**src/rtl/hv_pin_cfg_pkg.sv**
```systemverilog
// Register map, field layout and carrier types of the high-voltage pin configuration slice
package hv_pin_cfg_pkg;
   // Byte offsets on the register port
   localparam logic [7:0] OFS_BANK0_OPEN_LOAD    = 8'h3a;
   localparam logic [7:0] OFS_BANK1_SHORT        = 8'h49;
   localparam logic [7:0] OFS_BANK1_OPEN_LOAD    = 8'h4a;
   localparam logic [7:0] OFS_HIGH_SIDE_OVERRIDE = 8'h71;
   localparam logic [7:0] OFS_OVERRIDE_UNLOCK    = 8'h7e;
   // Reset values
   localparam logic [7:0] RST_THRESHOLD = 8'h00;
   localparam logic [7:0] RST_OVERRIDE  = 8'h00;
   // Key that arms one override write; value is arbitrary
   localparam logic [7:0] UNLOCK_KEY    = 8'ha5;
   // Field layout: 2-bit code per pin, pin n of a bank at bit CODE_W*n
   localparam int          CODE_W        = 2;
   localparam int          PINS          = 8;
   localparam int          UNLOCK_BIT    = 0;
   localparam logic [7:0]  READ_UNMAPPED = 8'h00;

   // Threshold codes towards the analog detectors
   typedef struct packed {
      logic [7:0] bank0_open_load;  // Pins 4..1, two bits each
      logic [7:0] bank1_short;      // Pins 8..5
      logic [7:0] bank1_open_load;  // Pins 8..5
   } threshold_codes_t;
endpackage

```
**src/rtl/high_side_override_store.sv**
```systemverilog
// Override byte backed by non-volatile memory, and the high-side driver gating it controls
`timescale 1ns/1ps
`default_nettype none
module high_side_override_store
   import hv_pin_cfg_pkg::*;
(
   input  wire logic       clk_i,
   input  wire logic       reset_i,
   input  wire logic [7:0] nv_image_i,
   input  wire logic       wr_en_i,
   input  wire logic [7:0] wr_data_i,
   input  wire logic [7:0] hs_request_i,
   output logic      [7:0] override_o,
   output logic      [7:0] hs_enable_o,
   output logic            nv_program_o,
   output logic      [7:0] nv_data_o
);
   typedef struct packed {
      logic [7:0] ovr;
      logic       load_pending;
      logic       prog_pulse;
      logic [7:0] program_data;
   } store_state_t;

   store_state_t st_q, st_d;

   // Stored image is fetched after reset release; the strap style load keeps reset constant
   always_comb begin
      st_d = st_q;
      st_d.prog_pulse = 1'b0;
      if (st_q.load_pending) begin
         st_d.ovr          = nv_image_i;
         st_d.load_pending = 1'b0;
      end
      if (wr_en_i) begin
         st_d.ovr          = wr_data_i;
         st_d.prog_pulse   = 1'b1;
         st_d.program_data = wr_data_i;
      end
   end

   always_ff @(posedge clk_i) begin
      if (reset_i) begin
         st_q <= '{ovr: RST_OVERRIDE, load_pending: 1'b1, prog_pulse: 1'b0,
                   program_data: RST_OVERRIDE};
      end else begin
         st_q <= st_d;
      end
   end

   // A set bit forces the high side off, a clear bit passes the pin's own request
   assign hs_enable_o  = hs_request_i & ~st_q.ovr;
   assign override_o   = st_q.ovr;
   assign nv_program_o = st_q.prog_pulse;
   assign nv_data_o    = st_q.program_data;
endmodule
`default_nettype wire

```
**src/rtl/hv_pin_threshold_regs.sv**
```systemverilog
// Threshold code registers and locked high-side override for the eight high-voltage pins
`timescale 1ns/1ps
`default_nettype none
module hv_pin_threshold_regs
   import hv_pin_cfg_pkg::*;
(
   input  wire logic             clk_i,
   input  wire logic             reset_i,
   input  wire logic [7:0]       addr_i,
   input  wire logic [7:0]       wdata_i,
   input  wire logic             wr_i,
   input  wire logic             rd_i,
   output logic      [7:0]       rdata_o,
   input  wire logic [7:0]       nv_image_i,
   input  wire logic [7:0]       hs_request_i,
   output logic      [7:0]       hs_enable_o,
   output logic      [7:0]       override_o,
   output logic                  nv_program_o,
   output logic      [7:0]       nv_data_o,
   output threshold_codes_t      codes_o
);
   typedef struct packed {
      threshold_codes_t codes;
      logic             armed;
      logic [7:0]       rdata;
   } regs_state_t;

   regs_state_t st_q, st_d;
   logic        ovr_write;
   // Per-pin views of the stored codes and override bits, named after the pin they serve
   logic [1:0]  pin1_open_load_code;
   logic [1:0]  pin2_open_load_code;
   logic [1:0]  pin5_short_code;
   logic [1:0]  pin6_short_code;
   logic [1:0]  pin7_short_code;
   logic [1:0]  pin8_short_code;
   logic [1:0]  pin5_open_load_code;
   logic [1:0]  pin6_open_load_code;
   logic [1:0]  pin7_open_load_code;
   logic [1:0]  pin8_open_load_code;
   logic        pin1_high_side_force_off;
   logic        pin2_high_side_force_off;
   logic        pin3_high_side_force_off;
   logic        pin4_high_side_force_off;
   logic        pin5_high_side_force_off;
   logic        pin6_high_side_force_off;
   logic        pin7_high_side_force_off;
   logic        pin8_high_side_force_off;

   function automatic logic hit(input logic [7:0] addr, input logic [7:0] ofs);
      hit = (addr == ofs);
   endfunction

   // Code of one pin slot in a bank byte; slot 0 is the lowest pin of that bank
   function automatic logic [1:0] pin_code(input logic [7:0] bank, input int slot);
      pin_code = bank[slot*CODE_W +: CODE_W];
   endfunction

   // Override write only goes through while armed; a stray write can't reprogram memory
   assign ovr_write = wr_i && hit(addr_i, OFS_HIGH_SIDE_OVERRIDE) && st_q.armed;

   // Register writes, unlock sequencing and the one-cycle-late read answer
   always_comb begin
      st_d = st_q;
      st_d.rdata = READ_UNMAPPED;
      if (wr_i) begin
         st_d.armed = 1'b0;  // Any write other than the key disarms
         if (hit(addr_i, OFS_BANK0_OPEN_LOAD)) st_d.codes.bank0_open_load = wdata_i;
         if (hit(addr_i, OFS_BANK1_SHORT)) st_d.codes.bank1_short = wdata_i;
         if (hit(addr_i, OFS_BANK1_OPEN_LOAD)) st_d.codes.bank1_open_load = wdata_i;
         if (hit(addr_i, OFS_OVERRIDE_UNLOCK)) st_d.armed = (wdata_i == UNLOCK_KEY);
      end
      if (rd_i) begin
         if (hit(addr_i, OFS_BANK0_OPEN_LOAD)) st_d.rdata = st_q.codes.bank0_open_load;
         if (hit(addr_i, OFS_BANK1_SHORT)) st_d.rdata = st_q.codes.bank1_short;
         if (hit(addr_i, OFS_BANK1_OPEN_LOAD)) st_d.rdata = st_q.codes.bank1_open_load;
         if (hit(addr_i, OFS_HIGH_SIDE_OVERRIDE)) st_d.rdata = override_o;
         if (hit(addr_i, OFS_OVERRIDE_UNLOCK)) begin
            st_d.rdata[UNLOCK_BIT] = st_q.armed;
         end
      end
   end

   always_ff @(posedge clk_i) begin
      if (reset_i) begin
         st_q <= '{codes: '{RST_THRESHOLD, RST_THRESHOLD, RST_THRESHOLD},
                   armed: 1'b0, rdata: READ_UNMAPPED};
      end else begin
         st_q <= st_d;
      end
   end

   // Codes leave as stored; the analog side decides what each condition means
   assign codes_o = st_q.codes;
   assign rdata_o = st_q.rdata;

   // Slot views only; nothing here alters a code on its way to the detectors
   assign pin1_open_load_code = pin_code(st_q.codes.bank0_open_load, 0);
   assign pin2_open_load_code = pin_code(st_q.codes.bank0_open_load, 1);
   assign pin5_short_code     = pin_code(st_q.codes.bank1_short, 0);
   assign pin6_short_code     = pin_code(st_q.codes.bank1_short, 1);
   assign pin7_short_code     = pin_code(st_q.codes.bank1_short, 2);
   assign pin8_short_code     = pin_code(st_q.codes.bank1_short, 3);
   assign pin5_open_load_code = pin_code(st_q.codes.bank1_open_load, 0);
   assign pin6_open_load_code = pin_code(st_q.codes.bank1_open_load, 1);
   assign pin7_open_load_code = pin_code(st_q.codes.bank1_open_load, 2);
   assign pin8_open_load_code = pin_code(st_q.codes.bank1_open_load, 3);

   // Override bit n belongs to pin n+1
   assign pin8_high_side_force_off = override_o[7];
   assign pin7_high_side_force_off = override_o[6];
   assign pin6_high_side_force_off = override_o[5];
   assign pin5_high_side_force_off = override_o[4];
   assign pin4_high_side_force_off = override_o[3];
   assign pin3_high_side_force_off = override_o[2];
   assign pin2_high_side_force_off = override_o[1];
   assign pin1_high_side_force_off = override_o[0];

   // Bit n of the override byte belongs to pin n+1
   high_side_override_store high_side_override_store_inst (
      .clk_i        (clk_i),
      .reset_i      (reset_i),
      .nv_image_i   (nv_image_i),
      .wr_en_i      (ovr_write),
      .wr_data_i    (wdata_i),
      .hs_request_i (hs_request_i),
      .override_o   (override_o),
      .hs_enable_o  (hs_enable_o),
      .nv_program_o (nv_program_o),
      .nv_data_o    (nv_data_o)
   );
endmodule
`default_nettype wire

```
**config.mk**
```make
export PLATFORM = sky130hd
export DESIGN_NAME = hv_pin_threshold_regs
export DESIGN_NICKNAME = d
export VERILOG_FILES = /design/src/rtl/hv_pin_cfg_pkg.sv /design/src/rtl/high_side_override_store.sv /design/src/rtl/hv_pin_threshold_regs.sv
export SDC_FILE = /design/constraint.sdc
export NUM_CORES = 1
export LEC_CHECK = 0
export BUFFER_PORTS_ARGS = -buffer_cell sky130_fd_sc_hd__buf_2
export CORE_MARGIN = 1.5
export CORE_UTILIZATION = 28
export DETAILED_ROUTE_END_ITERATION = 8
export GPL_ROUTABILITY_DRIVEN = 1
export PLACE_DENSITY_LB_ADDON = 0.08
export SKIP_LAST_GASP = 1
export SLEW_MARGIN = 0
export SYNTH_ARGS = -nofsm -noshare
export SYNTH_HDL_FRONTEND = slang
export SYNTH_SLANG_ARGS = --single-unit
```
**constraint.sdc**
```tcl
create_clock -name clk_i -period 5 [get_ports clk_i]
set_clock_uncertainty 0.1 [all_clocks]
set_input_delay 0 -clock clk_i [delete_from_list [all_inputs] [get_ports clk_i]]
set_output_delay 0 -clock clk_i [all_outputs]
set_load 0.01 [all_outputs]
```
==> flow_metrics.py, run 1 <==
metrics = {
    "status": {
        "status": "complete, but fails checks",
        "violations": "design-rule violations",
    },
    "route": {
        "postRouteAntennaNets": 0,
        "drc": 9,
        "drt-initial-drc-count": 115,
        "firstDrtPassIters": 6,
        "vias_per_cell": 4.662,
        "post_drt_wl_per_cell_um": 16.26,
        "wl_um": 7267,
        "vias": 2084,
    },
    "synth": {
        "async_reset_ff_share_pct": 0,
        "ys_ff_latch": 51,
        "yosys.area.top_type_share_pct": 39.65,
        "ys_top_cells_by_area": "dfxtp_1 (40%), buf_4 (14%), mux2i_1 (12%), nor2_1 (6.4%), a211oi_2 (3.9%)",
        "synth-edff-count": 0,
        "syn_area_um2": 2575,
        "yosys_warnings": 0,
        "yosysSeqAreaShare_pct": 39.65,
        "yosys_most_used_dff": "dfxtp_1",
        "syn_nets": 319,
        "synth_cell_types": 32,
        "syn-instance-count": 283,
        "avgSynthCellArea_um2": 9.099,
        "synth_top_area_cell": "dfxtp_1",
    },
    "floorplanning": {
        "start_util_pct": 29.24,
        "pin_count": 93,
        "rows": 34,
        "die_area_um2": 9780,
        "die_h_um": 98.90,
        "die_w_um": 98.90,
        "coreArea_um2": 8806,
    },
    "place": {
        "hpwl_um": 5118,
        "dp.cells": 424,
        "placed_area_um2": 2776,
        "pre_cts_ws_ns": 2.714,
        "gp_congestion": 0.7714,
        "io_buffers": 92,
    },
    "sta": {
        "slew_headroom_pct": 23.03,
        "period_minus_slack_ns": 2.338,
        "finalSetupViolCount": 0,
        "fin_ws_ns": 2.662,
        "hold_viol": 0,
        "rsz0062_at_grt": "no",
        "timing.final.crit_share_pct": 46.76,
        "max_freq_mhz": 427.7,
        "tns_ns": 0,
        "tightest_slew_ns": 1.155,
        "drv_slew": 0,
    },
    "cells_and_area": {
        "fillers": 952,
        "area_growth_pct": 16.81,
        "final_cell_mix": "buf_2 (92), dfxtp_1 (51), nor2_1 (44)",
        "diodes": 0,
        "layout_commonest_cell": "buf_2",
        "fin_area_um2": 3008,
        "fin_cells": 447,
        "drive_above_1_share_pct": 33.04,
        "final_nets": 374,
    },
    "setup_path": {
        "reg2reg_from": "st_q[8]",
        "worst-endpoint-arrival_ns": 2.39,
        "required_ns": 5.05,
        "critPathCapture": "high_side_override_store_inst.nv_data_o[2]",
        "crit_path_start": "addr_i[7]",
        "criticalPathCategory": "in2reg",
        "end_kind": "flip-flop",
        "reg2reg_slack_ns": 2.90,
        "rr_worst_depth": 4,
        "reg2reg_to": "high_side_override_store_inst.nv_data_o[2]",
        "crit_path_max_fanout": 25,
        "start_kind": "primary input",
    },
    "clock_tree": {
        "cts_num_sinks": 51,
        "cts_buffers": 5,
        "cts.clk_slew.worst_paths_ns": 0.09,
        "cts_root_buf": "clkbuf_8",
        "post-cts-setup-buffers": 0,
        "clk_latency_ns": 0.30,
        "cts_tree": "built",
        "clockBufferDepth": 2,
        "cts.htree.levels": 2,
    },
    "grt": {
        "grt_usage_pct": 14.93,
        "grt_pass1_vias": 1992,
        "antenna_found_initial": 0,
        "grt_pass1_wl_um": 11050,
        "grt_max_degree": 45,
        "grt_overflow": 0,
    },
    "power_and_ir_drop": {
        "power_density_nw_per_um2": 242.2,
        "ir_drop_mv": 0.08247,
        "leakagePower_uw": 0.001403,
    },
    "hold_path": {
        "min_path_type": "in2reg",
    },
    "job": {
        "drv_cap": 0,
    },
}
==> worst min path at each step <==
stage,from,end,slack (ns),cells after the start
6_report,nv_image_i[0],high_side_override_store_inst.override_o[0],0.01,3
5_1_grt,nv_image_i[2],high_side_override_store_inst.override_o[2],0.01,3
4_1_cts,nv_image_i[2],high_side_override_store_inst.override_o[2],0.004,3
3_5_place_dp,hs_request_i[6],hs_enable_o[6],0.20,3
3_3_place_gp,hs_request_i[3],hs_enable_o[3],0.20,3
2_1_floorplan,reset_i,high_side_override_store_inst.st_q[9],-0.07,0
==> critical path: stages <==
cell,delay (ns)
dlygate4sd3_1,0.54
buf_2,0.15
nand4b_1,0.26
or4_1,1.04
mux2i_1,0.32
nor2_1,0.06
==> cell families after synthesis <==
group | count (synthesis) | share of synthesized area [%]
flops | 51 | 39.65
compound gates | 44 | 13.27
mux | 32 | 12.44
simple gates | 92 | 17.69
buf+inv | 64 | 16.96
==> metal layers <==
metal	global-route usage [%]	share of wire (%)
met5	0	0
met4	3.626	0.76
met3	2.766	5.8
met2	24.56	45
met1	20.22	48
==> repair_timing <==
item | 4_1_cts | 5_1_grt
hold buffers | 15 | 0
hold endpoints to repair | 42 | 0
gates resized for setup | 0 | 0
==> flip-flops by register name, summed over array words and instances, names as in the netlist <==
register,cells
high_side_override_store_inst.st_q,1
st_q,1
rdata_o,8
high_side_override_store_inst.nv_data_o,8
codes_o,24
high_side_override_store_inst.nv_program_o,1
high_side_override_store_inst.override_o,8
==> power breakdown <==
| group | internal, µW | switching [µW] | total, µW |
|---|---|---|---|
| clock network | 98.7 | 135 | 234 |
| registers | 410 | 6.45 | 417 |
| logic | 37.0 | 40.8 | 77.8 |
==> synth_stat cells, types with 2 or more instances <==
cell type,count
a211oi_2,8
a21oi_1,10
a221oi_1,7
a22o_1,7
buf_1,3
buf_4,48
buf_6,2
clkbuf_1,8
dfxtp_1,51
inv_1,2
mux2i_1,32
nand2_1,18
nand3_1,4
nand4b_1,3
nor2_1,44
nor2b_1,9
nor3b_1,2
nor4b_1,2
nor4bb_1,2
o21ai_0,9
==> per-stage QoR <==
stage	power [µW]	hold slack [ns]	util, %
finish	728.4	0.01068	34.16
global route	764.0	0.01213	34.16
CTS	743.0	0.003769	34.16
detailed placement	496.6	0.2040	31.53
global placement	496.5	0.1988	31.53
floorplan	460.8	-0.07228	-
==> cell type report <==
type                            instances  area, µm²  share of cell area (%)
Timing Repair Buffer                  110      633.1                   21.05
Tap cell                              108      135.1                   4.493
Sequential cell                        51       1021                   33.94
Clock inverter                          1      5.005                  0.1664
Clock buffer                            7      76.32                   2.537
Multi-Input combinational cell        168       1130                   37.56
Inverter                                2      7.507                  0.2496
Note: power is estimated with default switching activity, not from simulation.
==> run 2: changes to the inputs <==
--- a/config.mk
+++ b/config.mk
@@ -5,6 +5,7 @@
 export SDC_FILE = /design/constraint.sdc
 export NUM_CORES = 1
 export LEC_CHECK = 0
+export ABC_AREA = 1
 export BUFFER_PORTS_ARGS = -buffer_cell sky130_fd_sc_hd__buf_2
 export CORE_MARGIN = 1.5
 export CORE_UTILIZATION = 28
==> constraint.sdc (replaced) <==
create_clock -name clk_i -period 2 [get_ports clk_i]
set_clock_uncertainty 0.1 [all_clocks]
set_input_delay 0 -clock clk_i [delete_from_list [all_inputs] [get_ports clk_i]]
set_output_delay 0 -clock clk_i [all_outputs]
set_load 0.01 [all_outputs]
==> run 2 against run 1 <==
- the run now ends clean
- first-iteration DRC count decreased by 23%
- setup slack got worse by 2.1 ns
- clock-buffer cell count shrank 1
- sequential power rose by 150%
- critical path type is now reg2reg
- largest cell class is now sequential cells
- largest power group unchanged
==> flow_metrics.py, run 2 <==
metrics = {
    "synth": {
        "synth_top_area_cell": "dfxtp_1",
        "yosysMostFrequentCell": "dfxtp_1",
        "ys_top_cells_by_area": "dfxtp_1 (38%), buf_4 (13%), inv_1 (6.6%), o21ai_0 (6.5%), nand2_1 (6.2%)",
        "syn_nets": 396,
        "synth-edff-count": 0,
        "syn-instance-count": 360,
        "synthTopCellsByCount": "dfxtp_1 (51), buf_4 (48), inv_1 (47)",
        "yosys_most_used_dff": "dfxtp_1",
        "syn_area_um2": 2675,
        "synth_cell_types": 29,
        "async_reset_ff_share_pct": 0,
        "yosys.area.top_type_share_pct": 38.17,
        "yosysSeqAreaShare_pct": 38.17,
        "yosys_warnings": 0,
        "ys_ff_latch": 51,
        "avgSynthCellArea_um2": 7.431,
    },
    "floorplanning": {
        "pin_count": 93,
        "die_h_um": 100.7,
        "coreArea_um2": 9240,
        "die_w_um": 100.7,
        "die_area_um2": 10150,
        "rows": 35,
        "start_util_pct": 28.95,
    },
    "power_and_ir_drop": {
        "p_clk_share_pct": 36.1,
        "seqPwrFrac_pct": 53.3,
        "leakagePower_uw": 0.001521,
        "combPwrFrac_pct": 10.6,
        "power_density_nw_per_um2": 618.0,
        "switchingPower_uw": 468.5,
        "p_sw_share_pct": 23.99,
        "ir_drop_mv": 0.2838,
        "intPower_uw": 1484,
    },
    "place": {
        "gp_congestion": 0.7472,
        "dp.cells": 522,
        "hpwl_um": 5488,
        "io_buffers": 92,
    },
    "setup_path": {
        "reg2reg_to": "high_side_override_store_inst.override_o[2]",
        "rr_worst_depth": 7,
        "reg2reg_slack_ns": 0.60,
        "required_ns": 2.15,
        "reg2reg_from": "st_q[8]",
        "crit_path_max_fanout": 26,
        "start_kind": "flip-flop",
        "end_kind": "flip-flop",
        "criticalPathCategory": "reg2reg",
        "worst-endpoint-arrival_ns": 1.55,
    },
    "grt": {
        "grt_usage_pct": 14.73,
        "antenna_found_initial": 0,
        "grt_pass1_wl_um": 11410,
        "grt_max_degree": 29,
        "grt_overflow": 0,
        "grt_pass1_vias": 2164,
    },
    "sta": {
        "tns_ns": 0,
        "slew_headroom_pct": 78.85,
        "period_minus_slack_ns": 1.397,
        "drv_slew": 0,
        "hold_viol": 0,
        "max_freq_mhz": 715.6,
        "rsz0062_at_grt": "no",
        "finalSetupViolCount": 0,
        "timing.final.crit_share_pct": 69.87,
        "tightest_slew_ns": 0.3168,
        "fin_hold_ws_ns": 0.009089,
    },
    "cells_and_area": {
        "fin_cells": 550,
        "seqCellArea_um2": 1021,
        "drive_above_1_share_pct": 27.79,
        "multi_input_area_um2": 998.5,
        "fillers": 1037,
        "final_nets": 457,
        "final_cell_mix": "buf_2 (92), dfxtp_1 (51), inv_1 (47)",
        "area_growth_pct": 18.10,
        "layout_commonest_cell": "buf_2",
        "diodes": 0,
        "largest_reg_flops": 24,
        "post-route-util_pct": 34.19,
    },
    "status": {
        "status": "finished, final reports clean",
    },
    "route": {
        "vias": 2373,
        "wl_um": 7417,
        "postRouteAntennaNets": 0,
        "firstDrtPassIters": 4,
        "vias_per_cell": 4.315,
        "drt-initial-drc-count": 89,
        "drc": 0,
        "post_drt_wl_per_cell_um": 13.49,
    },
    "clock_tree": {
        "cts.clk_slew.worst_paths_ns": 0.09,
        "post_cts_resized": 0,
        "post-cts-setup-buffers": 0,
        "cts_num_sinks": 51,
        "hold_buffers": 21,
        "clk_latency_ns": 0.30,
        "clockBufferDepth": 2,
        "cts_tree": "built",
        "cts_buffers": 5,
        "cts.htree.levels": 2,
        "cts_root_buf": "clkbuf_8",
    },
    "hold_path": {
        "worstHoldStart": "wr_i",
        "hold_path_depth": 3,
        "holdPathEnd": "codes_o[8]",
        "min_path_type": "in2reg",
    },
    "job": {
        "drv_cap": 0,
    },
}
## run 2: power by group through the flow
stage	Sequential [µW]	Combinational, µW	Clock, µW
global placement	1070	181	0
global route	1040	230	769
detailed placement	1070	182	0
finish	1040	207	705
floorplan	1060	111	0
CTS	1040	209	728
## run 2: cell type report
type                            count  share of cell area, %
Clock inverter                      1                 0.9505
Clock buffer                        6                  2.297
Sequential cell                    51                  32.32
Tap cell                          129                  5.109
Multi-Input combinational cell    198                  31.60
Inverter                           51                  6.257
Timing Repair Buffer              114                  21.47
## run 2: how the worst max path moves through the flow
stage,slack (ns),depth (start not counted),to,start
after floorplan,0.90,7,high_side_override_store_inst.override_o[4],st_q[8]
after global placement,0.58,10,high_side_override_store_inst.override_o[7],addr_i[7]
after detailed placement,0.58,10,high_side_override_store_inst.override_o[7],addr_i[7]
after CTS,0.59,7,high_side_override_store_inst.override_o[7],st_q[8]
after global routing,0.46,7,high_side_override_store_inst.override_o[4],st_q[8]
final,0.60,7,high_side_override_store_inst.override_o[2],st_q[8]
## run 2: critical path, cell delays in order (launching register included)
cell	delay, ns
dfxtp_1	0.33
nand2_1	0.05
nand3b_4	0.35
clkinv_2	0.21
nand2_1	0.11
nand3_1	0.10
nand2_1	0.05
inv_1	0.05
## run 2: routing by layer
metal	wire, µm	vias to the layer above	global-route usage, %	part of all wire (%)
met4	105	0	4.334	1.4
li1	-	1217	-	-
met2	3428	63	23.80	46
met1	3470	1083	19.61	47
met3	412	10	3.329	5.6
met5	0	-	0	0
## run 2: logic make-up (layout without fill, tap and decap cells)
logic type / after synthesis / count (layout) / share of synthesized area [%]
buffers and inverters: 111 / 172 / 24.51
flip-flops: 51 / 51 / 38.17
AND/OR/NAND/NOR: 125 / 125 / 23.25
AO/OA/AOI/OAI: 73 / 73 / 14.08
## run 2: per-stage QoR
| stage | setup WS (ns) | power [µW] | cell area [µm²] |
|---|---|---|---|
| floorplan | 0.8986 | 1168 | 2675 |
| global placement | 0.5801 | 1247 | 2846 |
| detailed placement | 0.5791 | 1247 | 2846 |
| CTS | 0.5934 | 1979 | 3159 |
| global route | 0.4641 | 2043 | 3159 |
| finish | 0.6026 | 1952 | 3159 |
==> run 3: changes to the inputs <==
==> constraint.sdc (replaced) <==
create_clock -name clk_i -period 1.17 [get_ports clk_i]
set_clock_uncertainty 0.1 [all_clocks]
set_input_delay 0 -clock clk_i [delete_from_list [all_inputs] [get_ports clk_i]]
set_output_delay 0 -clock clk_i [all_outputs]
set_load 0.01 [all_outputs]
==> run 3 against run 2 <==
- the flow now finishes with violations (negative hold slack, negative setup slack)
- non-clock buffer count increased by 14
- utilization rose by 3.5 points
- via count up 0.63%
- largest power group unchanged
- sequential cell count unchanged
- wire length is 4.2% higher
- clock power rose by 63%
==> flow_metrics.py, run 3 (synthesis results as in run 2) <==
metrics = {
    "status": {
        "status": "complete, but fails checks",
        "violations": "negative hold slack, negative setup slack",
    },
    "cells_and_area": {
        "fin_area_um2": 3482,
        "area_growth_pct": 30.17,
        "final_cell_mix": "buf_2 (89), dfxtp_1 (50), inv_1 (45)",
        "largest_reg_flops": 24,
        "drive_above_1_share_pct": 39.45,
        "diodes": 0,
        "layout_commonest_cell": "buf_2",
        "fillers": 1017,
        "final_nets": 471,
    },
    "sta": {
        "tightest_slew_ns": 0.4426,
        "rsz0062_at_grt": "yes",
        "timing.final.crit_share_pct": 102.5,
        "slew_headroom_pct": 70.46,
        "hold_viol": 11,
        "drv_slew": 0,
        "finalSetupViolCount": 11,
        "period_minus_slack_ns": 1.199,
        "max_freq_mhz": 834.2,
        "fin_ws_ns": -0.02875,
        "fin_hold_ws_ns": -0.05455,
    },
    "place": {
        "pre_cts_ws_ns": -0.1007,
        "hpwl_um": 5751,
        "gp_congestion": 0.7402,
        "placed_area_um2": 3004,
        "io_buffers": 92,
    },
    "clock_tree": {
        "clockBufferDepth": 2,
        "cts.clk_slew.worst_paths_ns": 0.10,
        "cts_buffers": 5,
        "cts_root_buf": "clkbuf_8",
        "hold_buffers": 17,
        "clk_latency_ns": 0.30,
        "cts.htree.levels": 2,
        "cts_num_sinks": 51,
        "cts_tree": "built",
    },
    "grt": {
        "grt_usage_pct": 15.47,
        "grt_pass1_wl_um": 11970,
        "antenna_found_initial": 0,
        "grt_overflow": 0,
        "grt_max_degree": 29,
        "grt_pass1_vias": 2304,
    },
    "hold_path": {
        "worstHoldStart": "reset_i",
        "min_path_type": "in2reg",
        "holdPathEnd": "rdata_o[0]",
        "hold_path_depth": 4,
    },
    "setup_path": {
        "rr_worst_depth": 7,
        "reg2reg_to": "high_side_override_store_inst.override_o[4]",
        "reg2reg_slack_ns": -0.03,
        "reg2reg_from": "st_q[8]",
        "criticalPathCategory": "reg2reg",
        "crit_path_max_fanout": 7,
        "end_kind": "flip-flop",
        "required_ns": 1.29,
        "worst-endpoint-arrival_ns": 1.31,
        "start_kind": "flip-flop",
    },
    "floorplanning": {
        "die_area_um2": 10150,
        "die_w_um": 100.7,
        "start_util_pct": 28.95,
        "die_h_um": 100.7,
        "pin_count": 93,
        "coreArea_um2": 9240,
        "rows": 35,
    },
    "route": {
        "postRouteAntennaNets": 0,
        "wl_um": 7725,
        "post_drt_wl_per_cell_um": 13.67,
        "drc": 0,
        "vias": 2388,
        "vias_per_cell": 4.227,
        "firstDrtPassIters": 4,
        "drt-initial-drc-count": 102,
    },
    "power_and_ir_drop": {
        "power_density_nw_per_um2": 958.0,
        "ir_drop_mv": 0.4127,
        "leakagePower_uw": 0.001685,
    },
    "job": {
        "drv_cap": 0,
    },
}
==> run 3: worst max path at each step <==
stage / slack (ns) / cells past startpoint / startpoint / end
finish: -0.03 / 7 / st_q[8] / high_side_override_store_inst.override_o[4]
floorplan: 0.07 / 7 / st_q[8] / high_side_override_store_inst.override_o[4]
global route: -0.08 / 7 / st_q[8] / high_side_override_store_inst.override_o[2]
detailed placement: -0.10 / 8 / addr_i[7] / rdata_o[3]
CTS: 0.005 / 7 / st_q[8] / high_side_override_store_inst.override_o[1]
global placement: -0.1 / 8 / addr_i[2] / rdata_o[6]
==> run 3: power breakdown <==
group	leakage (µW)	switching, µW	internal, µW
clock	0.0000505	612	540
combinational	0.00122	221	183
sequential	0.000413	26.2	1750
==> run 3: worst max-delay path, stage by stage, from the launching register on <==
cell and delay, ns:
dfxtp_2 0.35, nand2_2 0.04, nand3b_4 0.21, clkbuf_16 0.20, nand3_2 0.06, nand3_2 0.07, nand2_1 0.05, inv_1 0.03
==> run 3: metrics by stage <==
stage          utilization (%)  instances  hold slack [ns]  TNS [ns]  total power, µW
4_1_cts                  35.61        563         -0.05890         0             3344
3_3_place_gp             32.51        538           0.1825   -0.8253             2155
2_1_floorplan                -        360         -0.07228         0             1996
6_report                 37.68        565         -0.05455   -0.2126             3336
5_1_grt                  37.68        565         -0.05093   -0.8836             3495
3_5_place_dp             32.51        538           0.1851   -0.8510             2155
==> run 3: routing by layer <==
layer | wire length, µm | GRT usage (%) | share of wire (%) | up-vias
li1 | - | - | - | 1246
met1 | 3642 | 21.00 | 47 | 1072
met2 | 3637 | 25.36 | 47 | 60
met3 | 319 | 2.705 | 4.1 | 10
met4 | 126 | 3.900 | 1.6 | 0
met5 | 0 | 0 | 0 | -
==> run 3: repair_timing <==
| action | CTS | global route |
|---|---|---|
| pin swaps | 0 | 9 |
| endpoints found under the hold margin | 39 | 5 |
| buffers inserted | 0 | 1 |
| setup endpoints to repair | 5 | 12 |
| gates cloned | 0 | 1 |
| resized for setup | 4 | 42 |
==> run 3: layout make-up <==
class | instances | area, µm² | share of cell area, %
Timing Repair Buffer | 128 | 843.3 | 24.22
Multi-Input combinational cell | 198 | 1150 | 33.02
Sequential cell | 51 | 1022 | 29.36
Tap cell | 129 | 161.4 | 4.635
Clock inverter | 1 | 7.507 | 0.2156
Inverter | 51 | 201.4 | 5.785
Clock buffer | 7 | 96.34 | 2.767
